--- src/design/stc_pkg.sv ---
// Purpose: shared constants and types for the sysref phase calibration
// Assumes: register port from the serial control core, 10-bit addresses
// Notes: timing counts are in device sample clock cycles
package stc_pkg;
	localparam int ADDR_W = 10;
	localparam int DATA_W = 24;
	localparam logic [9:0] OFF_ENABLE = 10'h2B0;
	localparam logic [9:0] OFF_CONFIG = 10'h2B1;
	localparam logic [9:0] OFF_STATUS = 10'h2B2;
	localparam logic [9:0] OFF_DELAY = 10'h2B5;
	localparam logic [7:0] ENABLE_RESET = 8'h00;
	localparam logic [7:0] CONFIG_RESET = 8'h05;
	localparam logic [23:0] DELAY_RESET = 24'h000000;
	localparam int ENABLE_BIT = 0;
	localparam int AVG_LSB = 2;
	localparam int ACC_LSB = 0;
	localparam int SEL_W = 2;
	localparam int DONE_BIT = 17;
	localparam int RESULT_W = 17;
	localparam int INV_BIT = 16;
	localparam int COARSE_LSB = 8;
	localparam int FINE_LSB = 0;
	localparam int CODE_W = 8;
	localparam int STEP_FACTOR = 384 * 19;
	localparam int PERIOD_MAX_0 = 128;
	localparam int PERIOD_MAX_1 = 1664;
	localparam int PERIOD_MAX_2 = 7808;
	localparam int PERIOD_MAX_3 = 32384;
	localparam int COARSE_STEPS = 512;
	localparam int FINE_STEPS = 256;
	localparam int IDX_W = 9;
	localparam int WIN_W = 17;
	localparam int BOUND_W = 30;
	localparam int PERIOD_W = 16;

	typedef struct packed {
		logic wr;
		logic rd;
		logic [ADDR_W-1:0] addr;
		logic [DATA_W-1:0] wdata;
	} stc_reg_req_t;

	typedef struct packed {
		logic inv;
		logic [CODE_W-1:0] coarse;
		logic [CODE_W-1:0] fine;
	} stc_delay_t;
endpackage

--- src/design/stc_window_acc.sv ---
// Purpose: counts high samples of sysref over one measurement window
// Assumes: sample is already synchronised to clk
// Notes: window is 4 to the power len_log4 cycles, at most 65536
`timescale 1ns/1ns
module stc_window_acc #(
	parameter int CNT_W = 17
) (
	input wire logic clk,
	input wire logic rst,
	input wire logic start,
	input wire logic [3:0] len_log4,
	input wire logic sample,
	output logic done,
	output logic [CNT_W-1:0] count
);
	import stc_pkg::*;

	logic busy_q, busy_d;
	logic done_q, done_d;
	logic [CNT_W-1:0] left_q, left_d;
	logic [CNT_W-1:0] acc_q, acc_d;
	logic [CNT_W-1:0] count_q, count_d;

	always_comb begin
		busy_d = busy_q;
		done_d = 1'b0;
		left_d = left_q;
		acc_d = acc_q;
		count_d = count_q;
		if (start) begin
			busy_d = 1'b1;
			left_d = CNT_W'(1) << (2 * len_log4);
			acc_d = '0;
		end else if (busy_q) begin
			acc_d = acc_q + CNT_W'(sample);
			left_d = left_q - CNT_W'(1);
			if (left_q == CNT_W'(1)) begin
				busy_d = 1'b0;
				done_d = 1'b1;
				count_d = acc_q + CNT_W'(sample);
			end
		end
	end

	always_ff @(posedge clk or posedge rst) begin
		if (rst) begin
			busy_q <= 1'b0;
			done_q <= 1'b0;
			left_q <= '0;
			acc_q <= '0;
			count_q <= '0;
		end else begin
			busy_q <= busy_d;
			done_q <= done_d;
			left_q <= left_d;
			acc_q <= acc_d;
			count_q <= count_d;
		end
	end

	assign done = done_q;
	assign count = count_q;
endmodule

--- src/design/stc_phase_cal.sv ---
// Purpose: sysref sampling phase calibration, its registers and delay path
// Assumes: register port from the serial control core, one clk domain
// Notes: clk is the device sample clock; sysref_in is asynchronous
// Function
// RQ1: averaging select bits 3:2 choose 4, 16, 64 or 256 averages.
// RQ2: accumulation select bits 1:0 choose 4, 16, 64 or 256 cycles.
// RQ3: longest sysref period 128, 1664, 7808 or 32384 cycles per code.
// RQ4: source keeps sysref period within the supported maximum, else failure.
// RQ5: calibration ends within 384*19*4^(avg+acc+2) cycles.
// RQ6: status bit 17 reads one only when enabled and calibration completed.
// RQ7: status bits 16:0 show computed delay, valid only with completion bit.
// RQ8: result bit 16 inversion, bits 15:8 coarse, bits 7:0 fine.
// RQ9: configuration resets to 0x05, bits 7:4 reserved.
// RQ10: status is read-only; contents undefined before completion.
// RQ11: manual delay register 24 bits, reset zero, coarse 15:8, fine 7:0.
// RQ12: enable rising from zero to one starts the calibration.
// RQ13: enabled uses automatic delay; disabled uses manual register.
// RQ14: software configures first and avoids running converter calibration.
// RQ15: manual register bit 16 inverts the sampling clock.
// RQ16: on completion the computed delay drives the delay path.
`timescale 1ns/1ns
module stc_phase_cal
	import stc_pkg::*;
#(
	parameter int STEP_FACTOR_P = STEP_FACTOR,
	parameter int PERIOD_MAX_0_P = PERIOD_MAX_0,
	parameter int PERIOD_MAX_1_P = PERIOD_MAX_1,
	parameter int PERIOD_MAX_2_P = PERIOD_MAX_2,
	parameter int PERIOD_MAX_3_P = PERIOD_MAX_3
) (
	input wire logic clk,
	input wire logic rst,
	input wire logic sysref_in,
	input wire stc_pkg::stc_reg_req_t reg_req,
	output logic [stc_pkg::DATA_W-1:0] reg_rdata,
	output logic reg_rvalid,
	output stc_pkg::stc_delay_t delay_out,
	output logic cal_busy,
	output logic cal_failed
);
	import stc_pkg::*;

	typedef enum logic [2:0] {
		STC_IDLE,
		STC_LAUNCH,
		STC_MEASURE,
		STC_DONE,
		STC_FAIL
	} stc_state_t;

	function automatic logic [PERIOD_W-1:0] period_max(
		input logic [SEL_W-1:0] acc_sel
	);
		logic [PERIOD_W-1:0] r;
		r = PERIOD_W'(PERIOD_MAX_0_P);
		unique case (acc_sel)
			2'h0: r = PERIOD_W'(PERIOD_MAX_0_P);
			2'h1: r = PERIOD_W'(PERIOD_MAX_1_P);
			2'h2: r = PERIOD_W'(PERIOD_MAX_2_P);
			2'h3: r = PERIOD_W'(PERIOD_MAX_3_P);
		endcase
		return r;
	endfunction

	function automatic logic [WIN_W-1:0] abs_diff(
		input logic [WIN_W-1:0] a,
		input logic [WIN_W-1:0] b
	);
		return (a > b) ? (a - b) : (b - a);
	endfunction

	// register state
	logic en_q, en_d;
	logic en_prev_q, en_prev_d;
	logic [7:0] cfg_q, cfg_d;
	logic [DATA_W-1:0] manual_q, manual_d;
	logic [DATA_W-1:0] rdata_q, rdata_d;
	logic rvalid_q, rvalid_d;

	// sysref synchroniser
	logic sync1_q, sync2_q, sync3_q;

	// calibration state
	stc_state_t state_q, state_d;
	logic fine_phase_q, fine_phase_d;
	logic [IDX_W-1:0] idx_q, idx_d;
	logic [WIN_W-1:0] prev_q, prev_d;
	logic [WIN_W-1:0] best_score_q, best_score_d;
	logic [IDX_W-1:0] best_idx_q, best_idx_d;
	logic [RESULT_W-1:0] coarse_pick_q, coarse_pick_d;
	logic [RESULT_W-1:0] result_q, result_d;
	logic done_q, done_d;
	logic fail_q, fail_d;
	logic [BOUND_W-1:0] elapsed_q, elapsed_d;
	logic [PERIOD_W-1:0] since_edge_q, since_edge_d;
	stc_delay_t delay_q, delay_d;

	logic [SEL_W-1:0] avg_sel, acc_sel;
	logic [3:0] win_log4;
	logic [BOUND_W-1:0] bound;
	logic acc_start, acc_done;
	logic [WIN_W-1:0] acc_count;
	logic sysref_rise;
	logic start_cal;
	logic [RESULT_W-1:0] cand;

	assign avg_sel = cfg_q[AVG_LSB +: SEL_W];
	assign acc_sel = cfg_q[ACC_LSB +: SEL_W];
	// averages times accumulation cycles: 4^(avg+1) * 4^(acc+1)
	assign win_log4 = 4'(avg_sel) + 4'(acc_sel) + 4'h2; // see RQ1 see RQ2
	assign bound = BOUND_W'(STEP_FACTOR_P) << (2 * win_log4); // see RQ5
	assign sysref_rise = sync2_q & ~sync3_q;
	assign start_cal = en_q & ~en_prev_q; // see RQ12
	assign acc_start = (state_q == STC_LAUNCH);

	stc_window_acc #(
		.CNT_W(WIN_W)
	) u_acc (
		.clk(clk),
		.rst(rst),
		.start(acc_start),
		.len_log4(win_log4),
		.sample(sync2_q),
		.done(acc_done),
		.count(acc_count)
	);

	// candidate under test: inversion and coarse first, then fine
	always_comb begin
		if (fine_phase_q) begin
			cand = {coarse_pick_q[RESULT_W-1:COARSE_LSB],
				idx_q[CODE_W-1:0]};
		end else begin
			cand = {idx_q, {CODE_W{1'b0}}};
		end
	end

	// register port
	always_comb begin
		en_d = en_q;
		cfg_d = cfg_q;
		manual_d = manual_q;
		rdata_d = rdata_q;
		rvalid_d = reg_req.rd;
		en_prev_d = en_q;
		if (reg_req.wr) begin
			unique case (reg_req.addr)
				OFF_ENABLE: en_d = reg_req.wdata[ENABLE_BIT];
				OFF_CONFIG: cfg_d = reg_req.wdata[7:0]; // see RQ9
				OFF_DELAY: manual_d = reg_req.wdata; // see RQ11
				default: ; // status is read-only, see RQ10
			endcase
		end
		if (reg_req.rd) begin
			unique case (reg_req.addr)
				OFF_ENABLE: rdata_d = DATA_W'(en_q);
				OFF_CONFIG: rdata_d = DATA_W'(cfg_q);
				OFF_STATUS: begin
					rdata_d = '0;
					rdata_d[DONE_BIT] = en_q & done_q; // see RQ6
					rdata_d[RESULT_W-1:0] = result_q; // see RQ7
				end
				OFF_DELAY: rdata_d = manual_q;
				default: rdata_d = '0;
			endcase
		end
	end

	always_ff @(posedge clk or posedge rst) begin
		if (rst) begin
			en_q <= ENABLE_RESET[ENABLE_BIT];
			en_prev_q <= 1'b0;
			cfg_q <= CONFIG_RESET; // see RQ9
			manual_q <= DELAY_RESET; // see RQ11
			rdata_q <= '0;
			rvalid_q <= 1'b0;
		end else begin
			en_q <= en_d;
			en_prev_q <= en_prev_d;
			cfg_q <= cfg_d;
			manual_q <= manual_d;
			rdata_q <= rdata_d;
			rvalid_q <= rvalid_d;
		end
	end

	always_ff @(posedge clk or posedge rst) begin
		if (rst) begin
			sync1_q <= 1'b0;
			sync2_q <= 1'b0;
			sync3_q <= 1'b0;
		end else begin
			sync1_q <= sysref_in;
			sync2_q <= sync1_q;
			sync3_q <= sync2_q;
		end
	end

	// calibration sequence
	always_comb begin
		state_d = state_q;
		fine_phase_d = fine_phase_q;
		idx_d = idx_q;
		prev_d = prev_q;
		best_score_d = best_score_q;
		best_idx_d = best_idx_q;
		coarse_pick_d = coarse_pick_q;
		result_d = result_q;
		done_d = done_q;
		fail_d = fail_q;
		elapsed_d = elapsed_q;
		since_edge_d = since_edge_q;
		unique case (state_q)
			STC_IDLE, STC_DONE, STC_FAIL: ;
			STC_LAUNCH: begin
				elapsed_d = elapsed_q + BOUND_W'(1);
				state_d = STC_MEASURE;
			end
			STC_MEASURE: begin
				elapsed_d = elapsed_q + BOUND_W'(1);
				if (sysref_rise) begin
					since_edge_d = '0;
				end else begin
					since_edge_d = since_edge_q + PERIOD_W'(1);
				end
				if (acc_done) begin
					prev_d = acc_count;
					if (idx_q != '0 &&
						abs_diff(acc_count, prev_q) > best_score_q) begin
						best_score_d = abs_diff(acc_count, prev_q);
						best_idx_d = idx_q;
					end
					state_d = STC_LAUNCH;
					idx_d = idx_q + IDX_W'(1);
					if (!fine_phase_q &&
						idx_q == IDX_W'(COARSE_STEPS - 1)) begin
						fine_phase_d = 1'b1;
						idx_d = '0;
						best_score_d = '0;
						coarse_pick_d = {best_idx_d, {CODE_W{1'b0}}};
						best_idx_d = '0;
					end else if (fine_phase_q &&
						idx_q == IDX_W'(FINE_STEPS - 1)) begin
						state_d = STC_DONE;
						result_d = {coarse_pick_q[RESULT_W-1:COARSE_LSB],
							best_idx_d[CODE_W-1:0]}; // see RQ8
						done_d = 1'b1;
					end
				end
				// sysref too slow or time bound spent, see RQ3 see RQ4
				if (since_edge_q >= period_max(acc_sel) ||
					elapsed_q >= bound - BOUND_W'(1)) begin // see RQ5
					state_d = STC_FAIL;
					fail_d = 1'b1;
					done_d = 1'b0;
				end
			end
			default: state_d = STC_IDLE;
		endcase
		if (start_cal) begin // see RQ12
			state_d = STC_LAUNCH;
			fine_phase_d = 1'b0;
			idx_d = '0;
			prev_d = '0;
			best_score_d = '0;
			best_idx_d = '0;
			done_d = 1'b0;
			fail_d = 1'b0;
			elapsed_d = '0;
			since_edge_d = '0;
		end else if (!en_q) begin
			state_d = STC_IDLE;
			done_d = 1'b0; // see RQ6
		end
	end

	always_ff @(posedge clk or posedge rst) begin
		if (rst) begin
			state_q <= STC_IDLE;
			fine_phase_q <= 1'b0;
			idx_q <= '0;
			prev_q <= '0;
			best_score_q <= '0;
			best_idx_q <= '0;
			coarse_pick_q <= '0;
			result_q <= '0;
			done_q <= 1'b0;
			fail_q <= 1'b0;
			elapsed_q <= '0;
			since_edge_q <= '0;
		end else begin
			state_q <= state_d;
			fine_phase_q <= fine_phase_d;
			idx_q <= idx_d;
			prev_q <= prev_d;
			best_score_q <= best_score_d;
			best_idx_q <= best_idx_d;
			coarse_pick_q <= coarse_pick_d;
			result_q <= result_d;
			done_q <= done_d;
			fail_q <= fail_d;
			elapsed_q <= elapsed_d;
			since_edge_q <= since_edge_d;
		end
	end

	// delay path selection
	always_comb begin
		if (!en_q) begin
			delay_d.inv = manual_q[INV_BIT]; // see RQ13 see RQ15
			delay_d.coarse = manual_q[COARSE_LSB +: CODE_W];
			delay_d.fine = manual_q[FINE_LSB +: CODE_W];
		end else if (done_q) begin
			delay_d.inv = result_q[INV_BIT]; // see RQ16
			delay_d.coarse = result_q[COARSE_LSB +: CODE_W];
			delay_d.fine = result_q[FINE_LSB +: CODE_W];
		end else if (state_q == STC_LAUNCH || state_q == STC_MEASURE) begin
			delay_d.inv = cand[INV_BIT]; // see RQ13
			delay_d.coarse = cand[COARSE_LSB +: CODE_W];
			delay_d.fine = cand[FINE_LSB +: CODE_W];
		end else begin
			delay_d = delay_q;
		end
	end

	always_ff @(posedge clk or posedge rst) begin
		if (rst) begin
			delay_q <= '0;
		end else begin
			delay_q <= delay_d;
		end
	end

	assign reg_rdata = rdata_q;
	assign reg_rvalid = rvalid_q;
	assign delay_out = delay_q;
	assign cal_busy = (state_q == STC_LAUNCH) || (state_q == STC_MEASURE);
	assign cal_failed = fail_q;
endmodule

--- config.mk ---
export PLATFORM = sky130hd
export DESIGN_NAME = stc_phase_cal
export DESIGN_NICKNAME = d
export VERILOG_FILES = /design/src/design/stc_pkg.sv /design/src/design/stc_window_acc.sv /design/src/design/stc_phase_cal.sv
export SDC_FILE = /design/constraint.sdc
export NUM_CORES = 1
export LEC_CHECK = 0
export BUFFER_PORTS_ARGS = -buffer_cell sky130_fd_sc_hd__buf_2
export CORE_MARGIN = 2
export CORE_UTILIZATION = 25
export CTS_CLUSTER_DIAMETER = 120
export DETAILED_ROUTE_END_ITERATION = 8
export GPL_TIMING_DRIVEN = 1
export HOLD_SLACK_MARGIN = 0.05
export SYNTH_ARGS = -nofsm -noshare
export SYNTH_HDL_FRONTEND = slang
export SYNTH_HIERARCHICAL = 1
export SYNTH_SLANG_ARGS = --single-unit
--- constraint.sdc ---
create_clock -name clk -period 7.9 [get_ports clk]
set_clock_uncertainty 0.05 [all_clocks]
set_input_delay 1.185 -clock clk [delete_from_list [all_inputs] [get_ports clk]]
set_output_delay 1.185 -clock clk [all_outputs]
set_load 0.01 [all_outputs]
Word-level counts from Yosys, hierarchy flattened
Index checks and enable logic that the tools add are counted.
{"block": "classes", "n_div": 0, "n_reduce_logical": 30, "addsub": 10, "shift": 2, "magnitude_cmp": 4, "mul": 0, "mux": 61, "bitwise": 7, "n_eq_ne": 21}
{"operator": "$mux 17", "n": 17}
{"operator": "$pmux 24 s4", "n": 1}
{"operator": "$mux 9", "n": 9}
{"operator": "$mux 16", "n": 4}
{"operator": "$pmux 16 s4", "n": 1}
{"operator": "$mux 30", "n": 2}
{"operator": "$eq 10x10->1 const B", "n": 4}
{"operator": "$gt 17x17->1", "n": 2}
{"operator": "$sub 17x17->17", "n": 2}
{"operator": "$add 30x1->30 const B", "n": 1}
{"operator": "$ge 30x30->1", "n": 1}
{"operator": "$shl 13x5->30 const A", "n": 1}
{"operator": "$sub 30x1->30 const B", "n": 1}
{"operator": "$mux 1", "n": 20}
{"operator": "$add 17x1->17", "n": 1}
{"operator": "$eq 17x1->1 const B", "n": 1}
{"operator": "$shl 1x5->17 const A", "n": 1}
{"operator": "$sub 17x1->17 const B", "n": 1}
{"operator": "$add 16x1->16 const B", "n": 1}
{"operator": "$ge 16x16->1", "n": 1}
{"operator": "$mux 3", "n": 4}
{"operator": "$reduce_and 2->1", "n": 6}
{"operator": "$reduce_and 3->1", "n": 4}
{"operator": "$reduce_bool 2->1", "n": 6}
{"operator": "other kinds (30)", "n": 43}
{"block": "totals", "output_inout_bits": 44, "rom_bits": 0, "latchBits": 0, "mem_count": 0, "register_bits": 262, "ram_bits": 0, "input_bits": 39}

Depth between registers and ports, before layout
{"block": "depth", "ltp_word": 10, "depth_mapped": 25, "depth_no_buf": 24}

Hierarchy
The synthesis kept the hierarchy.
{"mod": "stc_phase_cal", "area_per_inst_um2": 12667.1, "seq_area_each_um2": 5232.5, "instances": 1, "cells_per_inst": 1368}
{"mod": "stc_window_acc", "area_per_inst_um2": 2821.5, "seq_area_each_um2": 1326.3, "instances": 1, "cells_per_inst": 271}

Worst setup path before layout
OpenSTA, ideal clock, no wires.
{"block": "synth_path", "path_kind": "register to register", "start": "reg cfg_q[1]", "end": "reg state_q[1]", "period_less_slack_ps": 4458, "path_slack_ps": 3442, "stages_incl_launch_ff": 25, "arrival_ps": 4331, "path_cell_list": "dfrtp_1 -> inv_1 -> ha_1 -> inv_1 -> ha_1 -> inv_1 -> ha_1 -> clkbuf_1 -> nor2_1 -> nand2_1 -> ha_1 -> inv_1 -> or2_2 -> nor2_1 -> a21oi_1 -> o22a_1 -> ha_1 -> a21o_1 -> a21o_1 -> a21oi_1 -> o22ai_1 -> and4b_1 -> o31ai_1 -> a211o_1 -> a21oi_1"}
{"block": "synth_between", "elab_chain_cells": 10, "word_cells_on_any_way": 19, "classes_between": "add/sub: 3; order compare: 2; eq/ne: 4; shift: 1; mux: 6; reduce/logical: 3"}
{"element": "start: declaration", "line": "stc_phase_cal.sv:75", "text": "logic [7:0] cfg_q, cfg_d;"}
{"element": "start signal: assignment", "line": "stc_phase_cal.sv:180", "text": "cfg_q <= cfg_d;"}
{"element": "$add 2x2->3 *", "line": "stc_phase_cal.sv:110", "text": "assign win_log4 = 4'(avg_sel) + 4'(acc_sel) + 4'h2;"}
{"element": "$add 3x2->4 *", "line": "stc_phase_cal.sv:110"}
{"element": "via win_log4[2]", "line": "stc_phase_cal.sv:99", "text": "logic [3:0] win_log4;"}
{"element": "$shl 13x5->30 *", "line": "stc_phase_cal.sv:111", "text": "assign bound = BOUND_W'(STEP_FACTOR_P) << (2 * win_log4);"}
{"element": "$sub 30x1->30 *", "line": "stc_phase_cal.sv:252", "text": "elapsed_q >= bound - BOUND_W'(1)) begin"}
{"element": "$ge 30x30->1 *", "line": "stc_phase_cal.sv:252"}
{"element": "$logic_or 1x1->1 *", "line": "stc_phase_cal.sv:251", "text": "if (since_edge_q >= period_max(acc_sel) ||"}
{"element": "$mux 3", "line": "stc_phase_cal.sv:251"}
{"element": "$pmux 3 s3", "line": "stc_phase_cal.sv:213", "text": "unique case (state_q)"}
{"element": "$mux 3", "line": "stc_phase_cal.sv:271", "text": "end else if (!en_q) begin"}
{"element": "$mux 3", "line": "stc_phase_cal.sv:260", "text": "if (start_cal) begin"}
{"element": "end signal: assignment", "line": "stc_phase_cal.sv:292", "text": "state_q <= state_d;"}
{"element": "end: declaration", "line": "stc_phase_cal.sv:84", "text": "stc_state_t state_q, state_d;"}
The timed path passes the listed nets; every way through them passes the cells marked *. The select of a mux whose other input is x is not followed.
A chain may end at the register's enable or synchronous reset.

Worst setup path in the final report
Ends and elaborated chain as after synthesis.

==> qor.txt <==
Number of DRC markers in iteration 0: 844
CP Class: flop to flop
Hold WS: 0.298 ns
Most frequent cell after synthesis: dfrtp_1
Crit. End Element: flop
Final #Nets: 1824
Slew headroom: 0.183
Finished Core Util: 0.288
Max FO, Critical Path: 32
Worst vdd ir: 0.000151 V
Mapped Avg Cell Area: 9.45 sq um
Clk_lat worst skew: 0.59 ns
Initial antenna violation count: 1
CP Data Required Time: 8.35 ns
Routed vias: 12157
Sequential area share after synthesis: 0.423
Clock sink count: 262
N_diodes: 0
Maximum clock rate: 180 MHz
Number of synthesized flops with an enable pin: 0
Seq cells post-synth: 262
Initial core utilization: 0.252
Max cap viols: 0
Most frequent cells after synthesis: dfrtp_1, nand2_1, nor2_1, inv_1
Antenna-violating nets left: 0
Pleak: 8.05 nW
Die area: 0.0640 sq mm
CTS tree: done
Share of cells above drive strength 1: 0.145
Hold crit path type: flop to flop
Syn_nets: 1782
Post-synth top area share: 0.420
Final GP Congestion: 0.842
Post-Route WL: 38100 um
# resized after CTS: 0
H-Tree Depth: 1
GRT Overall Usage: 0.119
CP startpoint: cfg_q[1]$_DFFE_PP0P_
Drt first pass iters: 5
Slew @ Worst Pin: 1.22 ns
Fin. max-slew vios: 0
Grt total ovfl: 0
Ys flop type: dfrtp_1
Postcts setup bufs: 0
Netlist cell types: 98
Hold buffer count at CTS: 0
Reg2reg start: cfg_q[1]$_DFFE_PP0P_
Register area: 0.00656 sq mm
Port bufs: 82
Power Total: 3.61 mW
Fillers: 6417
Period utilisation layout: 0.705
Min Tclk post-route: 5.57 ns
Clock root buffer: clkbuf_16
Number of buffers created by CTS: 31
Post-Syn Area: 0.0155 sq mm
Top cell type by total area after synthesis: dfrtp_1
Die Y: 253 um
Final non-filler cell total: 2495
WL per Instance: 15.3 um
Area Overhead vs Synth: 14.3%
Via/cell ratio: 4.87
Largest net degree at the start of global routing: 128
Remaining DRCs: 0
Die Width: 253 um
CORE AREA: 0.0615 sq mm
Setup_tns: 0 ns
Yosys warns: 6
Reg-to-reg endpoint: state_q[1]$_DFFE_PP0P_
CTS max path bufs: 3
Worst Setup EP: state_q[1]$_DFFE_PP0P_
Placed insts: 2438
R2R cell count: 22
Final hold vios: 0
Core Rows: 91
FF-to-FF setup slack: 2.33 ns
Final setup fails: 0
Ranking of synthesized cells by area: dfrtp_1, ha_1, nand2_1
First-pass GRT wire length: 63300 um
RSZ-0062 raised after global routing: false
Cell count after synthesis: 1639
Reg clk slew, reported paths: 0.07 ns
Pwr/cell area: 204 mW/mm^2
Asr flop ratio synth: 1.00
Outcome: finished clean
I/O pins: 83
CP Launch Type: flop
Multi-input gate area: 0.00815 sq mm
DP Wirelength: 27000 um
Vias in the first global route: 11987
Crit path DAT: 6.02 ns
## per-stage QoR
stage               worst slack (ns)  area, sq um
global placement                2.57        16600
detailed placement              2.40        16600
finish                          2.33        17700
global route                    1.77        17700
floorplan                      0.959        15500
CTS                             2.38        17700
## routing by layer
layer  vias up  GRT usage  routed length, um
met3        50     0.0171               1440
met4         2     0.0335                716
met2       197      0.199              18400
met5         -          0                 11
met1      6021      0.159              17500
li1       5887          -                  -
## area by class of cell
cell class                      instances  area share
Clock buffer                           44      0.0494
Clock inverter                         13      0.0131
Inverter                              109      0.0235
Multi-Input combinational cell       1184       0.460
Sequential cell                       262       0.370
Tap cell                              790      0.0558
Timing Repair Buffer                   93      0.0278
## worst min path at each step
stage | start | cells past startpoint | end
after CTS | sync1_q$_DFF_PP0_ | 0 | sync2_q$_DFF_PP0_
after global placement | sync1_q$_DFF_PP0_ | 0 | sync2_q$_DFF_PP0_
after global routing | sync1_q$_DFF_PP0_ | 0 | sync2_q$_DFF_PP0_
after floorplan | sync1_q$_DFF_PP0_ | 0 | sync2_q$_DFF_PP0_
after detailed placement | sync1_q$_DFF_PP0_ | 0 | sync2_q$_DFF_PP0_
final | sync1_q$_DFF_PP0_ | 0 | sync2_q$_DFF_PP0_
## registers in the layout, summed over array words and instances, names as in the netlist, 16 cells and up
register and count:
elapsed_q 30, manual_q 24, reg_rdata 24, best_score_q 17, delay_out 17, prev_q 17
result_q 17, u_acc/acc_q 17, u_acc/count 17, u_acc/left_q 17, since_edge_q 16
## cell usage in the layout (no fill, tap or decap), types with 7 or more instances in the layout
master     synthesis  final
and3_1            20     20
nor4_1            13     13
a222oi_1           7      7
a21o_1            16     16
a211oi_1           8      8
o211ai_1          10     10
o21ai_0          102    102
nand3_1           46     46
ha_1             102    102
mux2i_1           27     27
nor3_1            22     22
a22o_1            16     16
buf_4              7     11
xnor2_1           39     39
dfrtp_1          260    260
a21oi_1           89     89
clkbuf_1          56      8
mux2_2            60     60
buf_2             14     82
xor2_1            52     52
clkbuf_16          0     31
nor2b_1           13     12
or3_1              8      8
or2_2              8      8
nand4_1           32     32
nand2_1          183    183
a22oi_1           14     14
inv_1            108    106
nor2_1           124    123
o22ai_1           45     45
## logic make-up (layout without fill, tap and decap cells)
| kind of cell | Yosys count | in the layout | synth area share |
|---|---|---|---|
| DFF | 262 | 262 | 0.423 |
| buffers and inverters | 193 | 259 | 0.0513 |
| muxes | 88 | 88 | 0.0620 |
| and+or+nand+nor | 518 | 518 | 0.163 |
| xor gates and xnor gates | 91 | 91 | 0.0515 |
| adders and majority gates | 104 | 104 | 0.0850 |
| AOI/OAI and AO/OA | 383 | 383 | 0.163 |
## where the power goes
group	leakage (nW)	switching (mW)	internal [mW]
Clock	0.542	0.586	0.965
Combinational	3.90	0.322	0.263
Sequential	3.61	0.0766	1.40
Total	8.05	0.984	2.63
## worst max-delay path, cell delays in order, from the launching register on
cell     delay [ns]
dfrtp_1        0.42
inv_1          0.08
ha_1           0.29
inv_1          0.06
ha_1           0.16
ha_1           0.84
nor2_1         0.25
nand2_1        0.20
ha_1           0.44
inv_1          0.14
or2_2          0.36
nor2_1         0.14
a21oi_1        0.08
o22a_1         0.23
ha_1           0.28
a21o_1         0.18
a21o_1         0.16
a21oi_1        0.15
o22ai_1        0.08
and4b_1        0.24
o31ai_1        0.17
a211o_1        0.31
a21oi_1        0.15
(Power assumes the default switching activity.)
